### src/design/zacs_regs.vh
// Register map, field positions, reset values and timing counts of the
// zoom converter sequencer. Included by every design file.
// Assumes a 16-bit register port with 4-bit word addresses.
`ifndef ZACS_REGS_VH
`define ZACS_REGS_VH

// ****************************************************************
// Register offsets (word addresses)
// ****************************************************************
`define ZACS_ADDR_W 4
`define ZACS_DATA_W 16
`define ZACS_OFF_CFG0 4'h0
`define ZACS_OFF_CTRL 4'h1
`define ZACS_OFF_STAGE2 4'h2
`define ZACS_OFF_S3GAIN 4'h3
`define ZACS_OFF_S3OFFS 4'h4
`define ZACS_OFF_STATUS 4'h5
`define ZACS_OFF_RESULT 4'h6
`define ZACS_OFF_IRQSTAT 4'h7
`define ZACS_OFF_IRQEN 4'h8
`define ZACS_OFF_IRQCLR 4'h9

// ****************************************************************
// Field positions
// ****************************************************************
`define ZACS_CFG0_START 0
`define ZACS_CFG0_DEF 1
`define ZACS_CFG0_OSR_LO 2
`define ZACS_CFG0_NELC_LO 5
`define ZACS_CTRL_EN_LO 0
`define ZACS_CTRL_S1GAIN 4
`define ZACS_CTRL_RATE_LO 5
`define ZACS_S2_GAIN_LO 0
`define ZACS_S2_OFFS_LO 2
`define ZACS_STAT_BUSY 0
`define ZACS_STAT_RES_LO 4
`define ZACS_IRQ_DONE 0
`define ZACS_IRQ_REFUSED 1

// ****************************************************************
// Reset values
// ****************************************************************
`define ZACS_RST_CFG0 7'h00
`define ZACS_RST_CTRL 7'h00
`define ZACS_RST_RESULT 16'h0000

// ****************************************************************
// Timing and arithmetic constants
// ****************************************************************
`define ZACS_DIV_C0 16'h0004
`define ZACS_DIV_C1 16'h0008
`define ZACS_DIV_C2 16'h0020
`define ZACS_SLOW_DIV 31250
`define ZACS_INIT_CYC 3'h3
`define ZACS_TERM_CYC 3'h3
`define ZACS_OSR_BASE 3
`define ZACS_RES_BASE 5'h06
`define ZACS_RES_MAX 5'h10

`endif

### src/design/zacs_rate_div.v
// Sampling-rate divider: turns the converter clock into a one-cycle
// sample enable. Assumes the select word is stable while it runs.
`timescale 1ns/1ps
`include "zacs_regs.vh"

module zacs_rate_div #(
  parameter slowDiv = `ZACS_SLOW_DIV
) (
  input wire clock,
  input wire nrst,
  input wire run,
  input wire [1:0] rateSel,
  output reg tick
);

  reg [15:0] count_reg;
  reg [15:0] last;

  // Code 11 is a slow rate, the same clock divided by slowDiv
  always @* begin
    case (rateSel)
      2'h0: last = `ZACS_DIV_C0 - 16'h0001;
      2'h1: last = `ZACS_DIV_C1 - 16'h0001;
      2'h2: last = `ZACS_DIV_C2 - 16'h0001;
      default: last = slowDiv[15:0] - 16'h0001;
    endcase
  end

  always @(posedge clock or negedge nrst) begin
    if (!nrst) begin
      count_reg <= 16'h0000;
      tick <= 1'b0;
    end else if (!run) begin
      count_reg <= 16'h0000;
      tick <= 1'b0;
    end else if (count_reg >= last) begin
      count_reg <= 16'h0000;
      tick <= 1'b1; // [RULE7]
    end else begin
      count_reg <= count_reg + 16'h0001;
      tick <= 1'b0;
    end
  end

endmodule

### src/design/zacs_accum.v
// Running sum of modulator decisions over a whole conversion.
// Assumes one modulator bit per sample enable.
`timescale 1ns/1ps
`include "zacs_regs.vh"

module zacs_accum (
  input wire clock,
  input wire nrst,
  input wire clear,
  input wire sampleEn,
  input wire modBit,
  input wire polarity,
  output reg signed [15:0] sum
);

  // Flipping the sign on odd elementary conversions makes the front-end
  // offset, which is also inverted there, cancel in the sum
  always @(posedge clock or negedge nrst) begin
    if (!nrst) begin
      sum <= 16'sh0000;
    end else if (clear) begin
      sum <= 16'sh0000;
    end else if (sampleEn) begin
      if (modBit ^ polarity) begin
        sum <= sum + 16'sh0001; // [RULE5]
      end else begin
        sum <= sum - 16'sh0001; // [RULE5]
      end
    end
  end

endmodule

### src/design/zacs_top.v
// Conversion sequencer and control registers of the zoom converter.
// Assumes the clock is the RC-derived converter clock and the analog
// chain samples modBit on each sampleTick it receives.
//
// Contract
// (RULE1) A conversion starts when software writes start or default-start.
// (RULE2) Programmed elementary conversions, then one final quantization step.
// (RULE3) Each elementary conversion lasts oversampling ratio plus one samples.
// (RULE4) Result is the mean of all elementary conversion results.
// (RULE5) Elementary conversions alternate offset polarity so offset cancels.
// (RULE6) Few extra clock cycles before first and after last conversion.
// (RULE7) Rate select: clock over 4, 8, 32, or a slow fixed rate.
// (RULE8) Oversampling code in config 0 bits 4:2 gives ratio 2^(3+code).
// (RULE9) Elementary count code in config 0 bits 6:5 gives 2^code.
// (RULE10) Software should program at least two elementary conversions.
// (RULE11) Resolution is 2*oversample code plus count code plus 6, max 16.
// (RULE12) Stage enables gate each gain stage; converter may be disabled.
// (RULE13) First stage gain bit: unity or gain of ten.
// (RULE14) Second stage takes two-bit gain and four-bit offset codes.
// (RULE15) Third stage takes seven-bit gain and offset codes, feeds converter.
// (RULE16) Enable word: bit0 converter, bits 1 to 3 the three stages.
// (RULE17) Busy rises at effective start, up to one sample period late.
// (RULE18) After final quantization, load 16-bit result and clear busy.
//
// The placing of the registers and strobed register access are this design's own decisions.
`timescale 1ns/1ps
`include "zacs_regs.vh"

module zacs_top #(
  parameter slowDiv = `ZACS_SLOW_DIV
) (
  input wire clock,
  input wire nrst,
  input wire [3:0] regAddr,
  input wire [15:0] regWdata,
  input wire regWrite,
  input wire regRead,
  output reg [15:0] regRdata,
  output reg irq,
  input wire modBit,
  output reg adcEnable,
  output reg stage1Enable,
  output reg stage2Enable,
  output reg stage3Enable,
  output reg stage1_gain_sel,
  output reg [1:0] stage2_gain_sel,
  output reg [3:0] stage2_offset_sel,
  output reg [6:0] stage3_gain_sel,
  output reg [6:0] stage3_offset_sel,
  output reg sampleTick,
  output reg chopPolarity,
  output reg integReset,
  output reg quantStrobe,
  output reg busy
);

  // ****************************************************************
  // Helpers
  // ****************************************************************
  function [4:0] resolution;
    input [2:0] osr;
    input [1:0] nelc;
    reg [4:0] raw;
    begin
      raw = {1'b0, osr, 1'b0} + {3'h0, nelc} + `ZACS_RES_BASE;
      resolution = (raw > `ZACS_RES_MAX) ? `ZACS_RES_MAX : raw; // [RULE11]
    end
  endfunction

  function [10:0] osrValue;
    input [2:0] osr;
    begin
      osrValue = 11'h001 << (osr + `ZACS_OSR_BASE); // [RULE8]
    end
  endfunction

  localparam [2:0] stIdle = 3'h0;
  localparam [2:0] stInit = 3'h1;
  localparam [2:0] stElem = 3'h2;
  localparam [2:0] stQuant = 3'h3;
  localparam [2:0] stTerm = 3'h4;

  // ****************************************************************
  // Registers
  // ****************************************************************
  reg defStart_reg;
  reg [2:0] osrSel_reg;
  reg [1:0] nelcSel_reg;
  reg [1:0] rateSel_reg;
  reg [15:0] result_reg;
  reg [1:0] irqStat_reg;
  reg [1:0] irqEn_reg;
  reg startPend_reg;
  reg [2:0] state_reg;
  reg [2:0] cycCnt_reg;
  reg [10:0] sampCnt_reg;
  reg [3:0] elemCnt_reg;
  reg [2:0] runOsr_reg;
  reg [1:0] runNelc_reg;
  reg doneEvt;
  reg refusedEvt;

  wire rateTick;
  wire signed [15:0] sum;
  wire wrCfg0 = regWrite && (regAddr == `ZACS_OFF_CFG0);
  wire startReq = wrCfg0 && (regWdata[`ZACS_CFG0_START] ||
                  regWdata[`ZACS_CFG0_DEF]);
  wire sampleEn = rateTick && (state_reg == stElem);
  wire [10:0] lastSamp = osrValue(runOsr_reg);
  wire [3:0] lastElem = (4'h1 << runNelc_reg) - 4'h1;
  wire [4:0] curRes = resolution(runOsr_reg, runNelc_reg);

  // Full scale of one elementary conversion is 2^(3+osr); shift it to
  // 2^15, then divide by the count. 32 bits keep the product exact.
  // Signed on purpose: the divide by the count must shift in the sign
  wire signed [31:0] sumWide = {{16{sum[15]}}, sum};
  wire signed [31:0] scaled = (sumWide <<<
                               (5'd12 - {2'h0, runOsr_reg})) >>>
                              runNelc_reg; // [RULE4]
  wire [15:0] satVal = (scaled > 32'sd32767) ? 16'h7fff :
                       (scaled < -32'sd32768) ? 16'h8000 :
                       scaled[15:0];
  // Bits below the resolution carry no information and are cleared
  wire [15:0] resMask = 16'hffff << (`ZACS_RES_MAX - curRes); // [RULE11]

  // ****************************************************************
  // Sub-blocks
  // ****************************************************************
  zacs_rate_div #(
    .slowDiv(slowDiv)
  ) uRateDiv (
    .clock(clock),
    .nrst(nrst),
    .run(adcEnable),
    .rateSel(rateSel_reg),
    .tick(rateTick)
  );

  zacs_accum uAccum (
    .clock(clock),
    .nrst(nrst),
    .clear(state_reg == stInit),
    .sampleEn(sampleEn),
    .modBit(modBit),
    .polarity(chopPolarity),
    .sum(sum)
  );

  // ****************************************************************
  // Register writes
  // ****************************************************************
  always @(posedge clock or negedge nrst) begin
    if (!nrst) begin
      defStart_reg <= 1'b0;
      osrSel_reg <= 3'h0;
      nelcSel_reg <= 2'h0;
      rateSel_reg <= 2'h0;
      adcEnable <= 1'b0;
      stage1Enable <= 1'b0;
      stage2Enable <= 1'b0;
      stage3Enable <= 1'b0;
      stage1_gain_sel <= 1'b0;
      stage2_gain_sel <= 2'h0;
      stage2_offset_sel <= 4'h0;
      stage3_gain_sel <= 7'h00;
      stage3_offset_sel <= 7'h00;
      irqEn_reg <= 2'h0;
    end else if (regWrite) begin
      case (regAddr)
        `ZACS_OFF_CFG0: begin
          defStart_reg <= regWdata[`ZACS_CFG0_DEF];
          osrSel_reg <= regWdata[`ZACS_CFG0_OSR_LO +: 3]; // [RULE8]
          nelcSel_reg <= regWdata[`ZACS_CFG0_NELC_LO +: 2]; // [RULE9]
        end
        `ZACS_OFF_CTRL: begin
          adcEnable <= regWdata[`ZACS_CTRL_EN_LO]; // [RULE12] [RULE16]
          stage1Enable <= regWdata[`ZACS_CTRL_EN_LO + 1]; // [RULE16]
          stage2Enable <= regWdata[`ZACS_CTRL_EN_LO + 2]; // [RULE16]
          stage3Enable <= regWdata[`ZACS_CTRL_EN_LO + 3]; // [RULE16]
          stage1_gain_sel <= regWdata[`ZACS_CTRL_S1GAIN]; // [RULE13]
          rateSel_reg <= regWdata[`ZACS_CTRL_RATE_LO +: 2]; // [RULE7]
        end
        `ZACS_OFF_STAGE2: begin
          stage2_gain_sel <= regWdata[`ZACS_S2_GAIN_LO +: 2]; // [RULE14]
          stage2_offset_sel <= regWdata[`ZACS_S2_OFFS_LO +: 4]; // [RULE14]
        end
        `ZACS_OFF_S3GAIN: stage3_gain_sel <= regWdata[6:0]; // [RULE15]
        `ZACS_OFF_S3OFFS: stage3_offset_sel <= regWdata[6:0]; // [RULE15]
        `ZACS_OFF_IRQEN: irqEn_reg <= regWdata[1:0];
        default: begin
        end
      endcase
    end
  end

  // ****************************************************************
  // Conversion sequencer
  // ****************************************************************
  always @(posedge clock or negedge nrst) begin
    if (!nrst) begin
      startPend_reg <= 1'b0;
      state_reg <= stIdle;
      cycCnt_reg <= 3'h0;
      sampCnt_reg <= 11'h000;
      elemCnt_reg <= 4'h0;
      runOsr_reg <= 3'h0;
      runNelc_reg <= 2'h0;
      result_reg <= `ZACS_RST_RESULT;
      busy <= 1'b0;
      chopPolarity <= 1'b0;
      integReset <= 1'b0;
      quantStrobe <= 1'b0;
      sampleTick <= 1'b0;
      doneEvt <= 1'b0;
      refusedEvt <= 1'b0;
    end else begin
      sampleTick <= sampleEn || (rateTick && state_reg == stQuant);
      quantStrobe <= 1'b0;
      doneEvt <= 1'b0;
      refusedEvt <= 1'b0;
      // Starting while busy or disabled is dropped and flagged
      if (startReq && (busy || startPend_reg || !adcEnable)) begin
        refusedEvt <= 1'b1;
      end else if (startReq) begin
        startPend_reg <= 1'b1; // [RULE1]
      end
      if (!adcEnable) begin
        state_reg <= stIdle;
        busy <= 1'b0;
        startPend_reg <= 1'b0;
        integReset <= 1'b0;
      end else begin
        case (state_reg)
          stIdle: begin
            // Aligning the start to the sample rate delays busy by up
            // to one sample period after the write
            if (startPend_reg && rateTick) begin
              startPend_reg <= 1'b0;
              busy <= 1'b1; // [RULE17]
              runOsr_reg <= osrSel_reg;
              runNelc_reg <= nelcSel_reg;
              chopPolarity <= 1'b0;
              integReset <= 1'b1;
              cycCnt_reg <= 3'h0;
              state_reg <= stInit;
            end
          end
          stInit: begin
            if (cycCnt_reg == `ZACS_INIT_CYC - 3'h1) begin
              integReset <= 1'b0; // [RULE6]
              sampCnt_reg <= 11'h000;
              elemCnt_reg <= 4'h0;
              state_reg <= stElem;
            end else begin
              cycCnt_reg <= cycCnt_reg + 3'h1; // [RULE6]
            end
          end
          stElem: begin
            if (rateTick) begin
              if (sampCnt_reg == lastSamp) begin
                sampCnt_reg <= 11'h000; // [RULE3]
                chopPolarity <= ~chopPolarity; // [RULE5]
                if (elemCnt_reg == lastElem) begin
                  state_reg <= stQuant; // [RULE2]
                end else begin
                  elemCnt_reg <= elemCnt_reg + 4'h1; // [RULE2]
                  integReset <= 1'b1;
                end
              end else begin
                sampCnt_reg <= sampCnt_reg + 11'h001; // [RULE3]
                integReset <= 1'b0;
              end
            end
          end
          stQuant: begin
            if (rateTick) begin
              quantStrobe <= 1'b1; // [RULE2]
              cycCnt_reg <= 3'h0;
              state_reg <= stTerm;
            end
          end
          stTerm: begin
            if (cycCnt_reg == `ZACS_TERM_CYC - 3'h1) begin
              result_reg <= satVal & resMask; // [RULE18]
              busy <= 1'b0; // [RULE18]
              doneEvt <= 1'b1;
              state_reg <= stIdle;
            end else begin
              cycCnt_reg <= cycCnt_reg + 3'h1; // [RULE6]
            end
          end
          default: state_reg <= stIdle;
        endcase
      end
    end
  end

  // ****************************************************************
  // Interrupts and read port
  // ****************************************************************
  wire irqClr = regWrite && (regAddr == `ZACS_OFF_IRQCLR);
  wire [1:0] clrMask = irqClr ? regWdata[1:0] : 2'h0;
  wire [1:0] events = {refusedEvt, doneEvt};
  wire [1:0] irqStat_next = (irqStat_reg & ~clrMask) | events;

  always @(posedge clock or negedge nrst) begin
    if (!nrst) begin
      irqStat_reg <= 2'h0;
      irq <= 1'b0;
      regRdata <= 16'h0000;
    end else begin
      // A new event in the clearing cycle survives the clear
      irqStat_reg <= irqStat_next;
      irq <= |(irqStat_next & irqEn_reg);
      regRdata <= 16'h0000;
      if (regRead) begin
        case (regAddr)
          `ZACS_OFF_CFG0: regRdata <= {9'h000, nelcSel_reg, osrSel_reg,
                                       defStart_reg, 1'b0};
          `ZACS_OFF_CTRL: regRdata <= {9'h000, rateSel_reg,
                                       stage1_gain_sel, stage3Enable,
                                       stage2Enable, stage1Enable,
                                       adcEnable};
          `ZACS_OFF_STAGE2: regRdata <= {10'h000, stage2_offset_sel,
                                         stage2_gain_sel};
          `ZACS_OFF_S3GAIN: regRdata <= {9'h000, stage3_gain_sel};
          `ZACS_OFF_S3OFFS: regRdata <= {9'h000, stage3_offset_sel};
          `ZACS_OFF_STATUS: regRdata <= {7'h00,
                                         resolution(osrSel_reg,
                                                    nelcSel_reg),
                                         3'h0, busy}; // [RULE11]
          `ZACS_OFF_RESULT: regRdata <= result_reg;
          `ZACS_OFF_IRQSTAT: regRdata <= {14'h0000, irqStat_reg};
          `ZACS_OFF_IRQEN: regRdata <= {14'h0000, irqEn_reg};
          default: regRdata <= 16'h0000;
        endcase
      end
    end
  end

endmodule

### config.mk
export PLATFORM = sky130hd
export DESIGN_NAME = zacs_top
export DESIGN_NICKNAME = d
export VERILOG_FILES = /design/src/design/zacs_rate_div.v /design/src/design/zacs_accum.v /design/src/design/zacs_top.v
export VERILOG_INCLUDE_DIRS = /design/src /design/src/design
export SDC_FILE = /design/constraint.sdc
export NUM_CORES = 1
export LEC_CHECK = 0
export BUFFER_PORTS_ARGS = -buffer_cell sky130_fd_sc_hd__buf_2
export CAP_MARGIN = 40
export CORE_UTILIZATION = 35
export DETAILED_ROUTE_END_ITERATION = 7
export GPL_ROUTABILITY_DRIVEN = 0
export PLACE_DENSITY = 0.63
export SLEW_MARGIN = 20
export SYNTH_ARGS = -nofsm -noshare
export SYNTH_HDL_FRONTEND = slang
export SYNTH_SLANG_ARGS = --single-unit
### constraint.sdc
create_clock -name clock -period 6 [get_ports clock]
set_clock_uncertainty 0.05 [all_clocks]
set_input_delay 0.9 -clock clock [delete_from_list [all_inputs] [get_ports clock]]
set_output_delay 0.9 -clock clock [all_outputs]
set_load 0.05 [all_outputs]
=== Yosys cells after proc, flatten, opt, wreduce, memory -nomap -nowiden ===
Cells that the tools add are included.

* Bits of input ports: 25
* Output and inout port bits: 47
* Word-level logic and storage cells: 199
* Register bits after elaboration: 137

* Shift-type cells: 5
* Add/subtract/negate cells: 14
* Magnitude comparators: 5
* Muxes and demuxes: 62
* Bitwise logic cells: 7
* Equal/unequal tests: 35
* Reductions and logical operators: 36

{| class="wikitable"
|+ Operators with widths
! kind !! count
|-
| one-hot mux 16 bit (9 select lines) || 1
|-
| two-way mux 16 bit || 8
|-
| one-hot mux 15 bit (3 select lines) || 1
|-
| two-way mux 11 bit || 3
|-
| two-way mux 3 bit || 11
|-
| > comparator 32 x 16 -> 1 bit (second input constant) || 1
|-
| less-than comparator 32 x 16 -> 1 bit (second input constant) || 1
|-
| <<< shifter 16 x 5 -> 32 bit || 1
|-
| >>> shifter 32 x 2 -> 32 bit || 1
|-
| two-way mux 1 bit || 24
|-
| one-hot mux 11 bit (2 select lines) || 1
|-
| adder 16 x 1 -> 16 bit (second input constant) || 1
|-
| adder 16 x 2 -> 16 bit (second input constant) || 1
|-
| bitwise AND 16 bit || 1
|-
| == test 4 x 3 -> 1 bit (second input constant) || 4
|-
| greater-or-equal comparator 16 x 15 -> 1 bit || 1
|-
| two-way mux 4 bit || 4
|-
| left shift 16 x 5 -> 16 bit (first input constant) || 1
|-
| subtractor 16 x 2 -> 16 bit (second input constant) || 1
|-
| one-hot mux 3 bit (5 select lines) || 1
|-
| AND reduction 5 bit || 3
|-
| inequality test 3 x 2 -> 1 bit (second input constant) || 4
|-
| AND reduction 2 bit || 6
|-
| adder 11 x 1 -> 11 bit (second input constant) || 1
|-
| 51 further kinds || 82
|}

=== Logic depth before layout (Yosys ltp) ===
Gate-level depths: netlist of the first run.

* Depth after elaboration: 8
* Mapped depth: 20
* Gate-level depth less buffers: 17

=== By module ===
A second synthesis of the first run with hierarchy kept.

* Cells, all modules: 1119
* Area, all modules: 10007.1 um^2

{| class="wikitable"
|+ Modules (own cells, without submodules)
! module !! times used !! area an instance (um^2) !! cells an instance !! seq. area each (um^2)
|-
| zacs_top || 1 || 7566.0 || 851 || 2602.5
|-
| zacs_accum || 1 || 1326.3 || 163 || 400.4
|-
| zacs_rate_div || 1 || 1114.8 || 105 || 425.4
|}

=== Worst setup path after synthesis of the first run ===
Ideal clock, no wire load.

* Kind: register to register
* Start point: register runOsr_reg[0]
* End point: register result_reg[0]
* Period minus slack after synthesis: 4.031 ns
* Cell stages (with the launch flop): 15
* Required time: 5.883 ns
* Arrival: 3.914 ns
* Library setup time: 0.067 ns
* Path buffers: 4
* Path slack: 1.969 ns
* Cell sequence: dfrtp_1 buf_4 buf_2 clkbuf_1 inv_1 ha_1 buf_2 nor2_1 a21o_1 mux4_2 or4_1 a2111o_1 o41ai_4 o2111ai_1 nand2_1

* Word-level cells in the longest chain between the ends: 7
* Elaborated cells between the ends (all ways): 14
* Classes of those cells: add/sub (4); order compare (3); shift (3); mux (3); bitwise (1)

{| class="wikitable"
|+ RTL lines
! what !! RTL line !! RTL
|-
| start: declaration || zacs_top.v:98 || <nowiki>reg [2:0] runOsr_reg;</nowiki>
|-
| start signal: assignment || zacs_top.v:240 || <nowiki>runOsr_reg <= osrSel_reg;</nowiki>
|-
| adder 4 x 2 -> 5 bit or subtractor 4 x 3 -> 5 bit (tied branches) || zacs_top.v:65, zacs_top.v:118 ||
|-
| adder 5 x 3 -> 5 bit (no source line) or <<< shifter 16 x 5 -> 32 bit (tied branches) || n/a ||
|-
| > comparator 5 bit (no source line) or >>> shifter 32 x 2 -> 32 bit (tied branches) || n/a ||
|-
| two-way mux 5 bit or less-than comparator 32 x 16 -> 1 bit (tied branches) || zacs_top.v:66, zacs_top.v:121 ||
|-
| subtractor 5 bit (no source line) or two-way mux 16 bit (tied branches) || n/a ||
|-
| left shift 16 x 5 -> 16 bit or two-way mux 16 bit (tied branches) || zacs_top.v:124, zacs_top.v:120 ||
|-
| bitwise AND 16 bit * || zacs_top.v:284 || <nowiki>result_reg <= satVal & resMask;</nowiki>
|-
| end signal: assignment || zacs_top.v:208 || <nowiki>result_reg <= `ZACS_RST_RESULT;</nowiki>
|-
| end signal: assignment || zacs_top.v:284 ||
|-
| end: declaration || zacs_top.v:90 || <nowiki>reg [15:0] result_reg;</nowiki>
|}

Every way passes the cells marked *; elsewhere a longest branch is shown, timed or not.
A chain may end at the register's enable or synchronous reset.

=== Worst setup path in the final report of the first run ===
* Start point: register runOsr_reg[1]
* End point: register result_reg[5]

The elaborated chain is that of the path after synthesis.

==> results.toml, run 1 <==
[clock_network]
clk_latency_ns = 0.43
cts_resized = 0
cts.clk_slew.worst_paths_ns = 0.07
clock_path_buffers = 2
h-tree-depth = 4
cts_buffers = 17
clock-sinks = 137
postCtsHoldBufs = 0
cts_tree = "done"
cts_setup_buffers = 0
cts_root_buf = "clkbuf_16"

[worst_setup_path]
cp_max_fo = 21
critPathRequiredTime_ns = 6.23
critPathKind = "reg2reg"
cp-end-kind = "register"
start_kind = "register"
crit_arrival_ns = 4.42
r2r_start = "runOsr_reg[1]"
reg2reg_slack_ns = 1.80
slowest_stage = "ha_1"
reg2reg_depth = 11
cp_cell_sequence = "inv_1, ha_1, buf_4, mux4_2, and2_1, o311ai_0, a21bo_1, a2111oi_4, nand2_1, o21ai_2, a22oi_1"
slowest_delay_ns = 0.57
worstReg2RegEnd = "result_reg[5]"

[pwr]
ir_drop_uv = 193.8
leakage_nw = 4.810
p_sw_share_pct = 34.08
power_frac_comb_pct = 19.7
internal_power_mw = 1.702
clockPowerShare_pct = 39.0
sequentialPowerShare_pct = 41.4
power_density_nw_per_um2 = 232.7
power.switching_mw = 0.8801

[placement]
dp.cells = 1454
portBuffers = 62
dp_hpwl_mm = 17.84

[synthesis]
synth-seq-area-share_pct = 34.82
synthAdderAreaFrac_pct = 6.431
syn_area_um2 = 9844
synthXorXnorAreaFrac_pct = 3.533
async_reset_ff_share_pct = 100.0
synth_edf_count = 0
ys_types = 83
yosysWarnings = 0
synth.area.mux_share_pct = 13.80
synth.largest_area_cell = "dfrtp_1"
synth_compound_area_share_pct = 20.17
synthMostInstantiatedCell = "dfrtp_1"
synth_flop_cell = "dfrtp_1"
synthCells = 1054
synth_top_family_by_area = "compound AO/OA/AOI/OAI gates"
ys_top_cells_by_area = "dfrtp_1 35%, mux2_2 6.6%, ha_1 5.7%"
yosys.area.top_type_share_pct = 34.82
yosys.area_share.simple_pct = 17.44
yosys-top-cells-count = "137 x dfrtp_1, 86 x nand2_1, 80 x nor2_1"
avgSynthCellArea_um2 = 9.340
synth_fp_nets = 1127
ys_ff_latch = 137

[grt]
grt_pass1_wl_mm = 40.70
grt.overflow.total = 0
grt_usage_pct = 17.61
grt_max_degree = 85
first_global_vias = 7704
grt_antenna_before_repair = 0

[timing]
hold_viol = 0
grt_setup_unrepaired = "false"
tightest_slew_ns = 0.8255
period_needed_ns = 4.196
finalCritPeriodShare_pct = 69.93
tns_ns = 0
finalMaxSlewViolations = 0
setup_viol = 0
max_slew_margin_pct = 44.83
fmax_mhz = 238.3

[layout]
areaGrowthSynthToFinish_pct = 12.71
drive_gt1_share_pct = 18.47
fin_cells = 1488
fin_util_pct = 40.05
num_antenna_cells = 0
layout.nets = 1170

[floorplanning]
core_area_um2 = 27710
rows = 61
start_util_pct = 35.53
dieArea_um2 = 28800
die_x_um = 169.7
dieHeight_um = 169.7
ios = 72

[routing]
drt_first_pass_iters = 5
drt-vias-per-instance = 5.651
routedWlPerCell_um = 16.67
drt_iter0_drc = 769
route.vias.total = 8408
drc = 0
postRouteAntennaNets = 0
wl_mm = 24.80

[run_status]
status = "finished clean"

[run]
maxCapViolations = 0

[worst_hold_path]
min_path_type = "in2async"
-- layout make-up --
cell class                      count  area [um^2]
Clock buffer                       17        425.4
Clock inverter                     15        130.1
Fill cell                        2718        16610
Inverter                           40        150.1
Multi-Input combinational cell    824         6042
Sequential cell                   137         3428
Tap cell                          378        473.0
Timing Repair Buffer               77        446.7
-- kinds of logic (layout without fill, tap and decap cells) --
kind of cell | after synthesis | count (layout)
fa+ha+maj | 49 | 49
flops | 137 | 137
compound gates | 289 | 289
buf+inv | 93 | 149
simple gates | 347 | 347
xor+xnor | 38 | 38
mux | 101 | 101
-- metal layers --
metal	wire length (um)	global-route usage [%]	vias up
li1	-	-	4044
met1	11860	24.85	4077
met2	11280	27.41	246
met3	1129	2.705	41
met4	534	5.797	0
met5	0	0	-
-- worst max-delay path by stage --
stage | from | end | depth (start not counted)
final | runOsr_reg[1] | result_reg[5] | 11
after detailed placement | runOsr_reg[1] | result_reg[5] | 11
after global routing | runOsr_reg[1] | result_reg[5] | 11
after global placement | runOsr_reg[1] | result_reg[6] | 9
after CTS | runOsr_reg[1] | result_reg[5] | 11
after floorplan | runOsr_reg[0] | result_reg[0] | 14
-- worst max-delay path, delay by kind of cell, from the launching register on --
family	cells	cell delay [ns]
flip-flops	1	0.40
AND/OR/NAND/NOR	2	0.33
buffers and inverters	2	0.50
adder cells (fa/ha/maj)	1	0.57
multiplexers	1	0.36
AO/OA/AOI/OAI	5	1.83
-- metrics by stage --
step / cell area (um^2) / worst slack [ns] / hold WS [ns] / power (mW)
after detailed placement: 10520 / 1.807 / 0.4093 / 1.589
after CTS: 11070 / 1.805 / 0.4223 / 2.605
after floorplan: 9844 / 1.969 / 0.3740 / 1.435
after global routing: 11100 / 1.496 / 0.3425 / 2.698
final: 11100 / 1.804 / 0.3208 / 2.582
after global placement: 10490 / 1.543 / 0.3797 / 1.580
-- layout by cell type, fill, tap and decap left out, types with 21 or more instances in the layout --
master / count
buf_2: 62
mux2i_1: 21
nand3_1: 48
nor3_1: 29
dfrtp_1: 137
inv_1: 37
a211oi_1: 24
ha_1: 45
o21ai_0: 56
a21oi_1: 62
nor2_1: 80
nand2_1: 86
mux2_2: 58
mux4_2: 22
-- power groups by stage --
| stage | registers [mW] | logic (mW) | clock network [mW] |
|---|---|---|---|
| final | 1.07 | 0.508 | 1.01 |
| after global routing | 1.08 | 0.552 | 1.07 |
| after CTS | 1.07 | 0.508 | 1.03 |
| after detailed placement | 1.08 | 0.505 | 0 |
| after global placement | 1.08 | 0.498 | 0 |
| after floorplan | 1.21 | 0.229 | 0 |
Note: power is estimated with default switching activity, not from simulation.
==> inputs of run 2 (changes only) <==
Settings changed: ABC_AREA set to 1, PLACE_DENSITY 0.63 to 0.65.
Clock period 6 ns to 3.8 ns, I/O delays scaled along.
==> run 2 against run 1 <==
Against the previous run: register-to-register slack worse by 1.3 ns; setup slack worse by 1.3 ns; clock-buffer cell count stayed put; synthesized area is 4.3% lower; largest power group unchanged; sequential power is 63% higher; sequential cell count stayed put.
==> results.toml, run 2 <==
[run_status]
status = "finished clean"

[routing]
postRouteAntennaNets = 0
route.vias.total = 8997
drt-vias-per-instance = 5.121
routedWlPerCell_um = 13.47
wl_mm = 23.67
drc = 0
drt_iter0_drc = 660
drt_first_pass_iters = 5

[pwr]
sequentialPowerShare_pct = 35.8
p_sw_share_pct = 39.54
power_frac_comb_pct = 29.3
leakage_nw = 5.372
power_density_nw_per_um2 = 456.6
power.switching_mw = 1.925
internal_power_mw = 2.944
ir_drop_uv = 283.9
clockPowerShare_pct = 34.8

[clock_network]
clock_path_buffers = 2
cts_resized = 0
postCtsHoldBufs = 0
clk_latency_ns = 0.43
cts.clk_slew.worst_paths_ns = 0.07
cts_buffers = 17
cts_setup_buffers = 0
cts_root_buf = "clkbuf_16"
cts_tree = "done"
clock-sinks = 137
h-tree-depth = 4

[layout]
layout.nets = 1482
num_antenna_cells = 0
final_common_cell = "nand2_1"
fin_cells = 1757
fillerInstances = 2696
areaGrowthSynthToFinish_pct = 13.17
final_cell_mix = "418 x nand2_1, 155 x nand3_1, 142 x inv_1"
drive_gt1_share_pct = 9.001

[timing]
fmax_mhz = 302.8
layout_setup_ws_ns = 0.4978
period_needed_ns = 3.302
setup_viol = 0
grt_setup_unrepaired = "false"
finalMaxSlewViolations = 0
max_slew_margin_pct = 54.74
tns_ns = 0
hold_viol = 0
tightest_slew_ns = 0.6764
finalCritPeriodShare_pct = 86.90
whs_ns = 0.4079

[floorplanning]
core_area_um2 = 26210
die_x_um = 166.1
start_util_pct = 35.95
dieHeight_um = 166.1
rows = 59
ios = 72
dieArea_um2 = 27580

[synthesis]
syn_area_um2 = 9422
synthMostInstantiatedCell = "nand2_1"
ys_types = 48
yosys.area.top_type_share_pct = 36.39
avgSynthCellArea_um2 = 6.938
ys_ff_latch = 137
synth.largest_area_cell = "dfrtp_1"
yosys-top-cells-count = "418 x nand2_1, 155 x nand3_1, 142 x inv_1"
synthCells = 1358
synth-seq-area-share_pct = 36.39
yosysWarnings = 0
async_reset_ff_share_pct = 100.0
ys_top_cells_by_area = "dfrtp_1 36%, nand2_1 17%, nand3_1 8.2%"
synth_flop_cell = "dfrtp_1"
synth_fp_nets = 1431
synth_edf_count = 0

[grt]
grt.overflow.total = 0
first_global_vias = 8357
gr-usage-met3_pct = 2.812
grt_pass1_wl_mm = 40.39
grt_antenna_before_repair = 0
grt_usage_pct = 17.75
grt_most_used_layer = "met2"
grt_use_met2_pct = 27.92
grt_util_met1_pct = 25.05
grt_max_degree = 85

[worst_setup_path]
cp-end-kind = "register"
slowest_delay_ns = 0.47
critPathRequiredTime_ns = 4.11
crit_path_frequent_cell = "inv_1"
critPathKind = "reg2reg"
slowest_stage = "fa_1"
cp_cell_sequence = "inv_1, ha_1, inv_1, fa_1, inv_1, nor2_1, inv_1, nand2_1, nand2_1, ha_1, inv_1, nor4_1, a21oi_1, nand2_1, nor2_1, inv_1, nor2_1, inv_1, nor2_1, nand2_1, nand2_1"
start_kind = "register"
crit_arrival_ns = 3.62
cp_max_fo = 6

[worst_hold_path]
min_path_type = "in2reg"

[placement]
dpl_worst_slack_ns = 0.5238
dp_hpwl_mm = 17.48
dp.cells = 1723
portBuffers = 62

[run]
maxCapViolations = 0
## run 2: cells by family after synthesis
family	synth area share, %
compound gates	12.99
mux	0.2125
flops	36.39
fa+ha+maj	6.614
simple gates	33.00
xor+xnor	2.404
buf+inv	8.393
## run 2: worst paths after layout
| kind | startpoint | endpoint | slack (ns) | depth (start not counted) |
|---|---|---|---|---|
| min in group asynchronous | nrst | stage2_offset_sel[3] | 0.44 | 2 |
| worst max-delay path | runOsr_reg[1] | result_reg[2] | 0.50 | 21 |
| max in group asynchronous | nrst | uAccum.sum[0] | 2.66 | 3 |
| worst max register to register | runOsr_reg[1] | result_reg[2] | 0.50 | 21 |
| worst min-delay path | regWdata[5] | stage3_gain_sel[5] | 0.41 | 3 |
| worst min register to register | refusedEvt | irqStat_reg[1] | 0.41 | 2 |
## run 2: final cells by class
class / count / area, um^2 / share of cell area (%)
sequential: 137 / 3428 / 32.15
clock inverter: 15 / 167.7 / 1.572
clock buffer: 17 / 425.4 / 3.990
timing repair buffer: 77 / 464.2 / 4.353
inverter: 148 / 555.5 / 5.210
tap: 335 / 419.2 / 3.931
multi-input combinational: 1028 / 5202 / 48.79
## run 2: critical path: cells and delay by family (launching register included)
family                     cells  cell delay [ns]
AOI/OAI and AO/OA              1             0.13
adders and majority gates      3             0.85
buffers and inverters          7             0.67
DFF                            1             0.44
and+or+nand+nor               10             1.09
## run 2: routing by layer
metal | part of all wire, % | wire length, um | vias to the layer above
met4 | 0.90 | 214 | 0
met1 | 49 | 11650 | 4199
met3 | 4.3 | 1016 | 16
met5 | 0 | 0 | -
met2 | 46 | 10790 | 221
li1 | - | - | 4561
## run 2: metrics by stage
step / area [um^2] / util (%) / power [mW]
2_1_floorplan: 9422 / - / 2.808
3_3_place_gp: 10030 / 38.28 / 3.157
3_5_place_dp: 10030 / 38.28 / 3.182
4_1_cts: 10630 / 40.54 / 4.895
5_1_grt: 10660 / 40.69 / 5.183
6_report: 10660 / 40.69 / 4.869
## run 2: power by group through the flow
stage	clock network (mW)	logic, mW	registers, mW
6_report	1.70	1.43	1.74
5_1_grt	1.80	1.61	1.77
4_1_cts	1.73	1.42	1.74
3_5_place_dp	0	1.41	1.77
3_3_place_gp	0	1.39	1.77
2_1_floorplan	0	0.838	1.97
==> inputs of run 3 (changes only) <==
Settings changed: ABC_AREA 1 to not set, CTS_BUF_LIST set to sky130_fd_sc_hd__clkbuf_8.
==> run 3 against run 2 <==
Against the previous run: wire length increased by 6.6%; sequential share of layout area decreased by 1.6 points; power down 21%; register-to-register slack worse by 0.27 ns; first-iteration DRC count rose by 34%; fmax decreased by 7.7%; die area rose by 4.4%; final area is 5.3% higher; via count down 5.3%; clock-buffer cell count grew 1; critical path type unchanged; critical endpoint is now result_reg[5]; largest cell class unchanged; highest routed layer unchanged.
==> results.toml, run 3 (synthesis results as in run 1) <==
[run_status]
status = "finished clean"

[pwr]
power_density_nw_per_um2 = 343.5
leakage_nw = 4.888
sequentialPowerShare_pct = 43.5
power_frac_comb_pct = 21.3
internal_power_mw = 2.535
ir_drop_uv = 202.6
clockPowerShare_pct = 35.2
p_sw_share_pct = 34.26
finalPower_mw = 3.856
power.switching_mw = 1.321

[grt]
grt_antenna_before_repair = 0
grt.overflow.total = 0
grt_usage_pct = 17.66
first_global_vias = 7893
grt_pass1_wl_mm = 41.31
grt_max_degree = 85

[floorplanning]
rows = 61
dieArea_um2 = 28800
core_area_um2 = 27710
ios = 72
start_util_pct = 35.53
dieHeight_um = 169.7
die_x_um = 169.7

[worst_setup_path]
worstReg2RegEnd = "result_reg[5]"
cp-end-kind = "register"
critPathRequiredTime_ns = 4.06
crit_arrival_ns = 3.84
critPathKind = "reg2reg"
reg2reg_depth = 11
r2r_start = "runOsr_reg[1]"
reg2reg_slack_ns = 0.22
start_kind = "register"
cp_max_fo = 33

[worst_hold_path]
min_from = "regRead"
hold_path_end = "regRdata[2]"
min_path_type = "in2reg"
whs_path_depth = 2

[clock_network]
h-tree-depth = 4
cts.clk_slew.worst_paths_ns = 0.09
cts_buffers = 17
clock_path_buffers = 2
cts_tree = "done"
clock-sinks = 137
clk_latency_ns = 0.44
cts_root_buf = "clkbuf_8"

[placement]
portBuffers = 62
placed_cell_area_um2 = 10670
dp_hpwl_mm = 18.50
dpl_worst_slack_ns = 0.04673

[timing]
max_slew_margin_pct = 49.15
grt_setup_unrepaired = "false"
fmax_mhz = 279.6
period_needed_ns = 3.577
layout_setup_ws_ns = 0.2233
tns_ns = 0
finalMaxSlewViolations = 0
finalCritPeriodShare_pct = 94.12
hold_viol = 0
tightest_slew_ns = 0.7569
setup_viol = 0

[layout]
final_cell_mix = "137 x dfrtp_1, 86 x nand2_1, 79 x nor2_1"
fin_util_pct = 40.51
areaGrowthSynthToFinish_pct = 14.02
multiInputGateArea_um2 = 6100
layout.nets = 1192
regArea_um2 = 3428
finish.instance_area_um2 = 11220
fillerInstances = 2707
num_antenna_cells = 0
drive_gt1_share_pct = 20.67
final_common_cell = "dfrtp_1"

[routing]
postRouteAntennaNets = 0
wl_mm = 25.24
routedWlPerCell_um = 16.71
drt_first_pass_iters = 7
drt_iter0_drc = 883
drt-vias-per-instance = 5.644
route.vias.total = 8523
drc = 0

[run]
maxCapViolations = 0
run 3: cell count changes in the layout (fill, tap and decap cells not counted), moves of 19 or more:
cell and change:
mux4_2 +22, mux2_2 +58, inv_1 -105, o21ai_0 -60
mux2i_1 +19, nand3_1 -108, nand2_1 -332, buf_4 +20
nor2_1 -29
run 3: worst max path at each step:
stage / start / depth (start not counted) / end
finish: runOsr_reg[1] / 11 / result_reg[5]
global route: runOsr_reg[1] / 12 / result_reg[0]
CTS: runOsr_reg[1] / 11 / state_reg[0]
detailed placement: runOsr_reg[1] / 11 / state_reg[0]
global placement: runOsr_reg[1] / 11 / result_reg[0]
floorplan: runOsr_reg[0] / 14 / result_reg[0]
run 3: area by class of cell:
class / instances / area share (%)
multi-input combinational: 824 / 54.34
clock inverter: 14 / 1.795
inverter: 40 / 1.338
sequential: 137 / 30.54
clock buffer: 18 / 2.207
tap: 378 / 4.214
timing repair buffer: 99 / 5.562
run 3: per-layer routing:
layer | share of wire [%] | GRT usage, %
met5 | 0 | 0
met2 | 47 | 27.99
met4 | 2.0 | 6.032
met1 | 46 | 24.62
met3 | 4.6 | 2.425
run 3: metrics by stage:
| step | std cells | hold WS (ns) |
|---|---|---|
| final | 1510 | 0.3409 |
| after global routing | 1510 | 0.3237 |
| after CTS | 1506 | 0.1272 |
| after detailed placement | 1474 | 0.4025 |
| after global placement | 1474 | 0.3791 |
| after floorplan | 1054 | 0.2244 |
run 3: worst max-delay path, cell delays in order, from the launching register on:
cell      delay, ns
dfrtp_1        0.43
inv_1          0.15
ha_1           0.35
buf_12         0.20
mux4_2         0.36
mux2_2         0.32
nor2_1         0.28
or2_2          0.18
o211ai_1       0.08
a2111o_1       0.58
o21ai_4        0.33
a22oi_1        0.13
run 3: what timing repair did:
| item | in CTS | in global routing |
|---|---|---|
| hold buffers | 0 | 1 |
| hold endpoints to repair | 0 | 19 |
| resized for setup | 0 | 12 |
| endpoints found under the setup margin | 0 | 19 |
| buffers inserted | 0 | 0 |
run 3: power by group through the flow:
stage / clock network (mW) / logic, mW / registers [mW]
2_1_floorplan: 0 / 0.362 / 1.90
3_3_place_gp: 0 / 0.804 / 1.70
3_5_place_dp: 0 / 0.814 / 1.70
4_1_cts: 1.40 / 0.816 / 1.68
5_1_grt: 1.46 / 0.893 / 1.69
6_report: 1.36 / 0.820 / 1.68
